## src/rtl/afbt_consts.svh

```systemverilog
/*
  Timing constants for the asynchronous flash bus host sequencer.
  Assumes a 125 MHz system clock; counts derive from ns figures.
*/
`ifndef AFBT_CONSTS_SVH
`define AFBT_CONSTS_SVH

`define AFBT_CLK_PERIOD_NS   8
// Minimum times rounded up to whole cycles
`define AFBT_CEIL(ns) \
  (((ns) + `AFBT_CLK_PERIOD_NS - 1) / `AFBT_CLK_PERIOD_NS)
`define AFBT_T_AVQV_NS       95
`define AFBT_T_GLQV_NS       25
`define AFBT_T_WP_NS         60
`define AFBT_T_WPH_NS        30
`define AFBT_T_WHGL_NS       35
`define AFBT_T_PHWL_NS       210
`define AFBT_T_STS_NS        500
`define AFBT_T_SETUP_NS      8
`define AFBT_CYC_AVQV        `AFBT_CEIL(`AFBT_T_AVQV_NS)
`define AFBT_CYC_WP          `AFBT_CEIL(`AFBT_T_WP_NS)
`define AFBT_CYC_WPH         `AFBT_CEIL(`AFBT_T_WPH_NS)
`define AFBT_CYC_WHGL        `AFBT_CEIL(`AFBT_T_WHGL_NS)
`define AFBT_CYC_PHWL        `AFBT_CEIL(`AFBT_T_PHWL_NS)
`define AFBT_CYC_STS         `AFBT_CEIL(`AFBT_T_STS_NS)
`define AFBT_CYC_SETUP       `AFBT_CEIL(`AFBT_T_SETUP_NS)
`define AFBT_CNT_W           8
// Status bits that must all be zero for success
`define AFBT_SR_ERR_MASK     16'h003A
`define AFBT_SR_READY_BIT    7

`endif

```

## src/rtl/afbt_pkg.sv

```systemverilog
/*
  Types for the asynchronous flash bus host sequencer.
  Assumes afbt_consts.svh is available on the include path.
*/
`include "afbt_consts.svh"

package afbt_pkg;

  typedef enum logic [1:0] {
    AFBT_OP_READ_ARRAY,
    AFBT_OP_READ_STATUS,
    AFBT_OP_WRITE
  } afbt_op_t;

  typedef struct packed {
    afbt_op_t     op;
    logic [23:0]  addr;
    logic [15:0]  wdata;
  } afbt_req_t;

  typedef struct packed {
    logic        rst_n;
    logic        ce_a;
    logic        ce_b;
    logic        ce_c;
    logic        oe_n;
    logic        we_n;
    logic        pen;
    logic [23:0] addr;
    logic [15:0] dq_o;
    logic        dq_oe;
  } afbt_pins_t;

  typedef enum {
    AFBT_ST_RESET,
    AFBT_ST_RECOVER,
    AFBT_ST_IDLE,
    AFBT_ST_RD_SETUP,
    AFBT_ST_RD_WAIT,
    AFBT_ST_WR_SETUP,
    AFBT_ST_WR_PULSE,
    AFBT_ST_WR_HIGH
  } afbt_state_t;

endpackage

```

## src/rtl/afbt_host.sv

```systemverilog
/*
  Host-side sequencer driving a NOR flash over its asynchronous bus pins.
  Assumes a 125 MHz clock, data pins synchronous to it, and a device that
  honours its own read, write and busy timing.
*/
// How it works
// - Output enable falls with chip select; access waits the full delay.
// - Host controls writes by write enable; chip select frames it.
// - Write pulse is the overlap of chip select and write enable.
// - Write strobe stays high at least 30 ns between pulses.
// - After a write, wait 35 ns plus address access before reading.
// - Program supply held high until a status read shows bit 7 set and bits 1,3,4,5 zero.
// - After reset release wait 210 ns before the first write.
`timescale 1ns/1ns
`include "afbt_consts.svh"

module afbt_host (
  // Clock and reset
  input  wire logic               clk_sys_in,
  input  wire logic               reset_n_in,
  // Request side
  input  wire logic               req_valid_in,
  input  wire afbt_pkg::afbt_req_t req_in,
  output logic                    req_ready_out,
  output logic                    rsp_valid_out,
  output logic [15:0]             rsp_data_out,
  // Control
  input  wire logic               flash_reset_in,
  input  wire logic               pen_hold_in,
  output logic                    busy_out,
  output logic                    pgm_ok_out,
  // Flash pins
  output afbt_pkg::afbt_pins_t    pins_out,
  input  wire logic [15:0]        dq_in,
  input  wire logic               busy_status_pin_in
);

  // ------------------------------------------------------------
  // State
  // ------------------------------------------------------------
  typedef struct packed {
    afbt_pkg::afbt_state_t st;
    logic [`AFBT_CNT_W-1:0] cnt;
    logic [`AFBT_CNT_W-1:0] gap;
    logic [`AFBT_CNT_W-1:0] sts_wait;
    logic                   after_wr;
    logic                   rsp_v;
    logic [15:0]            rdata;
    logic                   is_status;
    logic                   pen;
    logic                   pgm_ok;
    afbt_pkg::afbt_pins_t   pins;
  } afbt_host_state_t;

  afbt_host_state_t s_r;
  afbt_host_state_t s_nxt;

  localparam logic [`AFBT_CNT_W-1:0] CYC_AVQV  = `AFBT_CNT_W'(`AFBT_CYC_AVQV);
  localparam logic [`AFBT_CNT_W-1:0] CYC_WP    = `AFBT_CNT_W'(`AFBT_CYC_WP);
  localparam logic [`AFBT_CNT_W-1:0] CYC_WPH   = `AFBT_CNT_W'(`AFBT_CYC_WPH);
  localparam logic [`AFBT_CNT_W-1:0] CYC_WHGL  = `AFBT_CNT_W'(`AFBT_CYC_WHGL);
  localparam logic [`AFBT_CNT_W-1:0] CYC_PHWL  = `AFBT_CNT_W'(`AFBT_CYC_PHWL);
  localparam logic [`AFBT_CNT_W-1:0] CYC_STS   = `AFBT_CNT_W'(`AFBT_CYC_STS);
  localparam logic [`AFBT_CNT_W-1:0] CYC_SETUP = `AFBT_CNT_W'(`AFBT_CYC_SETUP);
  localparam logic [`AFBT_CNT_W-1:0] ONE       = `AFBT_CNT_W'(1);
  localparam logic [`AFBT_CNT_W-1:0] ZERO      = '0;

  logic idle_ok;
  assign idle_ok = (s_r.st == afbt_pkg::AFBT_ST_IDLE) && (s_r.gap == ZERO);
  assign req_ready_out = idle_ok;
  assign rsp_valid_out = s_r.rsp_v;
  assign rsp_data_out  = s_r.rdata;
  // Busy until the device has had time to pull its pin low
  assign busy_out      = !busy_status_pin_in ||
                         (s_r.sts_wait != ZERO);
  assign pgm_ok_out    = s_r.pgm_ok;
  assign pins_out      = s_r.pins;

  // ------------------------------------------------------------
  // Next state
  // ------------------------------------------------------------
  always_comb begin
    s_nxt = s_r;
    s_nxt.rsp_v = 1'b0;
    if (s_r.cnt != ZERO) begin
      s_nxt.cnt = s_r.cnt - ONE;
    end
    if (s_r.gap != ZERO) begin
      s_nxt.gap = s_r.gap - ONE;
    end
    if (s_r.sts_wait != ZERO) begin
      s_nxt.sts_wait = s_r.sts_wait - ONE;
    end
    // Supply stays high while asked for or until success is seen
    s_nxt.pins.pen = pen_hold_in || s_r.pen;
    unique case (s_r.st)
      afbt_pkg::AFBT_ST_RESET: begin
        s_nxt.pins.rst_n = 1'b1;
        s_nxt.cnt        = CYC_PHWL;
        s_nxt.st         = afbt_pkg::AFBT_ST_RECOVER;
      end
      afbt_pkg::AFBT_ST_RECOVER: begin
        if (s_r.cnt == ZERO) begin
          s_nxt.st = afbt_pkg::AFBT_ST_IDLE;
        end
      end
      afbt_pkg::AFBT_ST_IDLE: begin
        if (flash_reset_in) begin
          s_nxt.pins.rst_n = 1'b0;
          s_nxt.st         = afbt_pkg::AFBT_ST_RESET;
        end else if (req_valid_in && idle_ok) begin
          s_nxt.pins.addr  = req_in.addr;
          s_nxt.pins.dq_o  = req_in.wdata;
          s_nxt.is_status  = (req_in.op == afbt_pkg::AFBT_OP_READ_STATUS);
          if (req_in.op == afbt_pkg::AFBT_OP_WRITE) begin
            s_nxt.pins.dq_oe = 1'b1;
            s_nxt.pins.ce_a  = 1'b0;
            s_nxt.cnt        = CYC_SETUP;
            s_nxt.st         = afbt_pkg::AFBT_ST_WR_SETUP;
          end else begin
            s_nxt.pins.dq_oe = 1'b0;
            s_nxt.pins.ce_a  = 1'b0;
            s_nxt.pins.oe_n  = 1'b0;
            // Reads after a write, array or status, also wait the write-to-read time
            s_nxt.cnt = CYC_AVQV +
                        (s_r.after_wr ? CYC_WHGL : ZERO);
            s_nxt.st  = afbt_pkg::AFBT_ST_RD_WAIT;
          end
        end
      end
      afbt_pkg::AFBT_ST_RD_SETUP: begin
        s_nxt.st = afbt_pkg::AFBT_ST_RD_WAIT;
      end
      afbt_pkg::AFBT_ST_RD_WAIT: begin
        if (s_r.cnt == ZERO) begin
          s_nxt.rdata     = dq_in;
          s_nxt.rsp_v     = 1'b1;
          s_nxt.pins.oe_n = 1'b1;
          s_nxt.pins.ce_a = 1'b1;
          s_nxt.after_wr  = 1'b0;
          if (s_r.is_status && dq_in[`AFBT_SR_READY_BIT] &&
              ((dq_in & `AFBT_SR_ERR_MASK) == 16'h0000)) begin
            s_nxt.pen    = 1'b0;
            s_nxt.pgm_ok = 1'b1;
          end
          s_nxt.st = afbt_pkg::AFBT_ST_IDLE;
        end
      end
      afbt_pkg::AFBT_ST_WR_SETUP: begin
        if (s_r.cnt == ZERO) begin
          s_nxt.pins.we_n = 1'b0;
          s_nxt.cnt       = CYC_WP;
          s_nxt.st        = afbt_pkg::AFBT_ST_WR_PULSE;
        end
      end
      afbt_pkg::AFBT_ST_WR_PULSE: begin
        if (s_r.cnt == ZERO) begin
          s_nxt.pins.we_n = 1'b1;
          // Window starts at the edge that ends the write pulse
          s_nxt.sts_wait  = CYC_STS;
          s_nxt.cnt       = ONE;
          s_nxt.st        = afbt_pkg::AFBT_ST_WR_HIGH;
        end
      end
      afbt_pkg::AFBT_ST_WR_HIGH: begin
        if (s_r.cnt == ZERO) begin
          s_nxt.pins.ce_a  = 1'b1;
          s_nxt.pins.dq_oe = 1'b0;
          s_nxt.after_wr   = 1'b1;
          s_nxt.pen        = pen_hold_in || s_r.pen;
          s_nxt.pgm_ok     = 1'b0;
          s_nxt.gap        = (CYC_WPH > CYC_WHGL) ?
                             CYC_WPH : CYC_WHGL;
          s_nxt.st         = afbt_pkg::AFBT_ST_IDLE;
        end
      end
    endcase
  end

  // ------------------------------------------------------------
  // Registers
  // ------------------------------------------------------------
  always_ff @(posedge clk_sys_in or negedge reset_n_in) begin
    if (!reset_n_in) begin
      s_r           <= '0;
      s_r.st        <= afbt_pkg::AFBT_ST_RESET;
      s_r.pins.ce_a <= 1'b1;
      s_r.pins.oe_n <= 1'b1;
      s_r.pins.we_n <= 1'b1;
    end else begin
      s_r <= s_nxt;
    end
  end

endmodule

```

## config.mk

```make
export PLATFORM = sky130hd
export DESIGN_NAME = afbt_host
export DESIGN_NICKNAME = d
export VERILOG_FILES = /design/src/rtl/afbt_pkg.sv /design/src/rtl/afbt_host.sv
export VERILOG_INCLUDE_DIRS = /design/src /design/src/rtl
export SDC_FILE = /design/constraint.sdc
export NUM_CORES = 1
export LEC_CHECK = 0
export ABC_AREA = 1
export BUFFER_PORTS_ARGS = -buffer_cell sky130_fd_sc_hd__buf_2
export CAP_MARGIN = 0
export CORE_ASPECT_RATIO = 1.25
export CORE_MARGIN = 3
export CORE_UTILIZATION = 45
export CTS_BUF_LIST = sky130_fd_sc_hd__clkbuf_16
export DETAILED_ROUTE_END_ITERATION = 12
export GPL_TIMING_DRIVEN = 0
export PLACE_DENSITY = 0.73
export SLEW_MARGIN = 10
export SYNTH_ARGS = -nofsm -noshare
export SYNTH_HDL_FRONTEND = slang
export SYNTH_SLANG_ARGS = --single-unit
```

## constraint.sdc

```tcl
create_clock -name clk_sys_in -period 1.5 [get_ports clk_sys_in]
set_input_delay 0.075 -clock clk_sys_in [delete_from_list [all_inputs] [get_ports clk_sys_in]]
set_output_delay 0.075 -clock clk_sys_in [all_outputs]
set_load 0.01 [all_outputs]
```

==> impl_metrics.toml <==
[grt]
track_usage_pct = 19.67
grt_overflow_total = 0
grt_pass1_wl_microns = 19040
grt_max_degree = 55
antenna_found_initial = 0
grt_pass1_vias = 4251

[synthesis]
synth_cells = 564
yosys_warnings = 0
synth-adder-area-share_pct = 2.099
yosys.area_share.simple_pct = 26.76
synth.yosys.seq_area_share_pct = 49.41
synth_mux_area_share_pct = 0
netlist_area_sq_um = 4768
synth_compound_area_share_pct = 3.700
syn_area_per_cell_sq_um = 8.454
yosysUniqueCellTypes = 35
synth_top_family_by_area = "simple AND/OR/NAND/NOR gates"
synth_seq_cells = 94
synth_xor_xnor_area_share_pct = 2.388

[sta]
maxSlewViolCount = 0
final.period_utilization_pct = 106.4
rsz0062_at_grt = "true"
final.setup_skew_ns = 0.007408
finalSetupViolCount = 39
finalHoldViolCount = 0
setup_ws_ns = -0.09530
period_needed_ns = 1.595
worst_slew_pin_slew_ns = 0.5419
clock.fmax_mhz = 626.8
fin_hold_ws_ns = 0.01186
slew-limit-headroom_pct = 63.87

[worst_setup_path]
startpoint_type = "flip-flop"
path_common_cell = "nand2_2"
slowest_stage = "dfrtp_1"
cp-end-kind = "flip-flop"
crit_required_ns = 1.70
path_cells = "inv_2 -> ha_4 -> nand2_4 -> nor2_4 -> nand4_4 -> buf_6 -> nand2_2 -> nand2_2 -> nand2_1 -> o211ai_1"
max_stage_delay_ns = 0.41
crit_type = "flip-flop to flip-flop"
arrival_ns = 1.79
cp_max_fo = 5

[layout]
area_growth_pct = 46.63
n_fill_cell = 772
nNetsFinal = 867
diodes = 0
final_layout_size_suffix_gt1_share_pct = 39.75
finalNonFillerCells = 929

[clock_tree]
cts_tree = "yes"
root_buffer = "clkbuf_16"
cts.clk_slew.worst_paths_ns = 0.06
clk_latency_ns = 0.34
cts_sinks = 94
ctsLongestPathBuffers = 2
htreeDepth = 3
numCtsBuffers = 9

[drt]
vias = 4446
avgViaCountPerCell = 4.786
wire_per_inst_microns = 13.33
postRouteAntennaNets = 0
detail_route.first_pass.iterations = 4
drtIter0Drc = 203
drt_wl_total_microns = 12380
drc = 0

[floorplan]
placement_rows = 41
die_w_microns = 98.07
core_area_sq_um = 10210
die-area_sq_um = 11880
initial_core_util_pct = 46.71
die_h_microns = 121.1
pin_count = 132

[power]
total_power_mw = 8.389
p_leak_nw = 3.769
peakVddDrop_mv = 0.8643
p_per_area_nw_per_um2 = 1200

[status]
failed_checks = "negative setup slack"
outcome = "finished, violations left"

[placement]
gp_congestion = 0.8269
dpl.cell_count = 824
io_buffers = 129
dpl.hpwl_microns = 7731

[run]
maxCapViolCount = 0

[worst_hold_path]
hold_path_class = "primary input to flip-flop"
## area by class of cell
class | count | area, sq um | share of cell area [%]
Inverter | 37 | 146.4 | 2.094
Timing Repair Buffer | 220 | 1536 | 21.98
Sequential cell | 94 | 2359 | 33.73
Clock inverter | 7 | 65.06 | 0.9306
Multi-Input combinational cell | 355 | 1863 | 26.65
Clock buffer | 9 | 225.2 | 3.221
Buffer | 78 | 635.6 | 9.091
Tap cell | 129 | 161.4 | 2.309
## final timing paths
| kind | start | depth (start not counted) | endpoint | slack, ns |
|---|---|---|---|---|
| min reg2reg | pins_out[46] | 2 | pins_out[46] | 0.47 |
| max reg2reg | s_r[77] | 10 | s_r[86] | -0.1 |
| min in group asynchronous | reset_n_in | 2 | pins_out[35] | 0.26 |
| min | req_in[41] | 4 | s_r[50] | 0.01 |
| max | s_r[77] | 10 | s_r[86] | -0.1 |
| max in group asynchronous | reset_n_in | 3 | pins_out[43] | 0.53 |
## kinds of logic after synthesis
logic type	count (synthesis)
flip-flops	94
adder cells (fa/ha/maj)	8
AND/OR/NAND/NOR	301
XOR/XNOR	13
AO/OA/AOI/OAI	30
buffers and inverters	117
other	1
## flip-flops by register name, indices dropped and copies added, names as in the netlist
name,count
pgm_ok_out,1
pins_out,46
rsp_valid_out,1
s_r,30
rsp_data_out,16
## per-stage QoR
step | utilization (%) | TNS [ns] | area, sq um | setup WS, ns
2_1_floorplan | - | 0 | 4778 | 0.02009
3_3_place_gp | 54.71 | -60.01 | 5585 | -0.5546
3_5_place_dp | 55.01 | -12.31 | 5615 | -0.2252
4_1_cts | 65.19 | -1.541 | 6655 | -0.07543
5_1_grt | 68.49 | -5.129 | 6992 | -0.1531
6_report | 68.49 | -1.734 | 6992 | -0.09530
## where the power goes
group          total, mW  internal (mW)  switching (mW)
clock network       2.21           1.28           0.933
logic               2.81           1.33            1.48
registers           3.37           2.96           0.411
total               8.39           5.57            2.82
## cell usage in the layout (no fill, tap or decap), drive strengths merged, types with 2 or more instances in the layout
| cell type | count |
|---|---|
| nor2 | 35 |
| clkinvlp | 2 |
| conb | 2 |
| a31oi | 2 |
| xor2 | 9 |
| o21ai | 12 |
| nor3 | 6 |
| o211ai | 5 |
| dfrtp | 91 |
| inv | 36 |
| clkbuf | 11 |
| nand4 | 10 |
| dfstp | 3 |
| a21oi | 9 |
| nand3 | 22 |
| nand2 | 223 |
| ha | 8 |
| buf | 237 |
| xnor2 | 4 |
| dlygate4sd3 | 59 |
| clkinv | 5 |
| or2 | 3 |
## routing by layer
layer / GRT usage [%] / share of wire, % / vias to the layer above
li1: - / - / 2156
met2: 36.16 / 55 / 125
met4: 8.918 / 3.2 / 0
met1: 22.36 / 39 / 2130
met5: 0 / 0 / -
met3: 2.933 / 3.7 / 35
## worst max-delay path: cells and delay by family (launching register included)
kind / cells / cell delay, ns
buffers and inverters: 2 / 0.28
adder cells (fa/ha/maj): 1 / 0.16
AO/OA/AOI/OAI: 1 / 0.09
flip-flops: 1 / 0.41
AND/OR/NAND/NOR: 6 / 0.51
## cell usage after synthesis, drive strengths merged
cell type	instances	area, sq um
dfrtp	91	2277
inv	37	138.9
xor2	9	78.83
ha	8	100.1
xnor2	4	35.03
clkbuf	1	3.750
nand3	22	132.6
a21oi	9	48.80
o21a	1	7.510
nor2	35	156.4
dfstp	3	78.83
nor3b	1	7.510
nand2	223	839.6
a31oi	2	12.51
o21ai	12	60.06
buf	79	599.3
or2	2	12.51
nor3	6	30.03
nand4	10	83.83
o211a	1	10.01
nor4	1	6.260
nand3b	1	7.510
conb	1	3.750
o211ai	5	37.54
## what timing repair did
action / 4_1_cts / 5_1_grt
pin swaps: 3 / 11
cloned: 2 / 4
hold buffers: 59 / 0
endpoints found under the hold margin: 98 / 0
buffers inserted: 13 / 13
setup endpoints to repair: 86 / 82
gates resized for setup: 22 / 61
No activity file was read; power rests on OpenSTA's default activity.
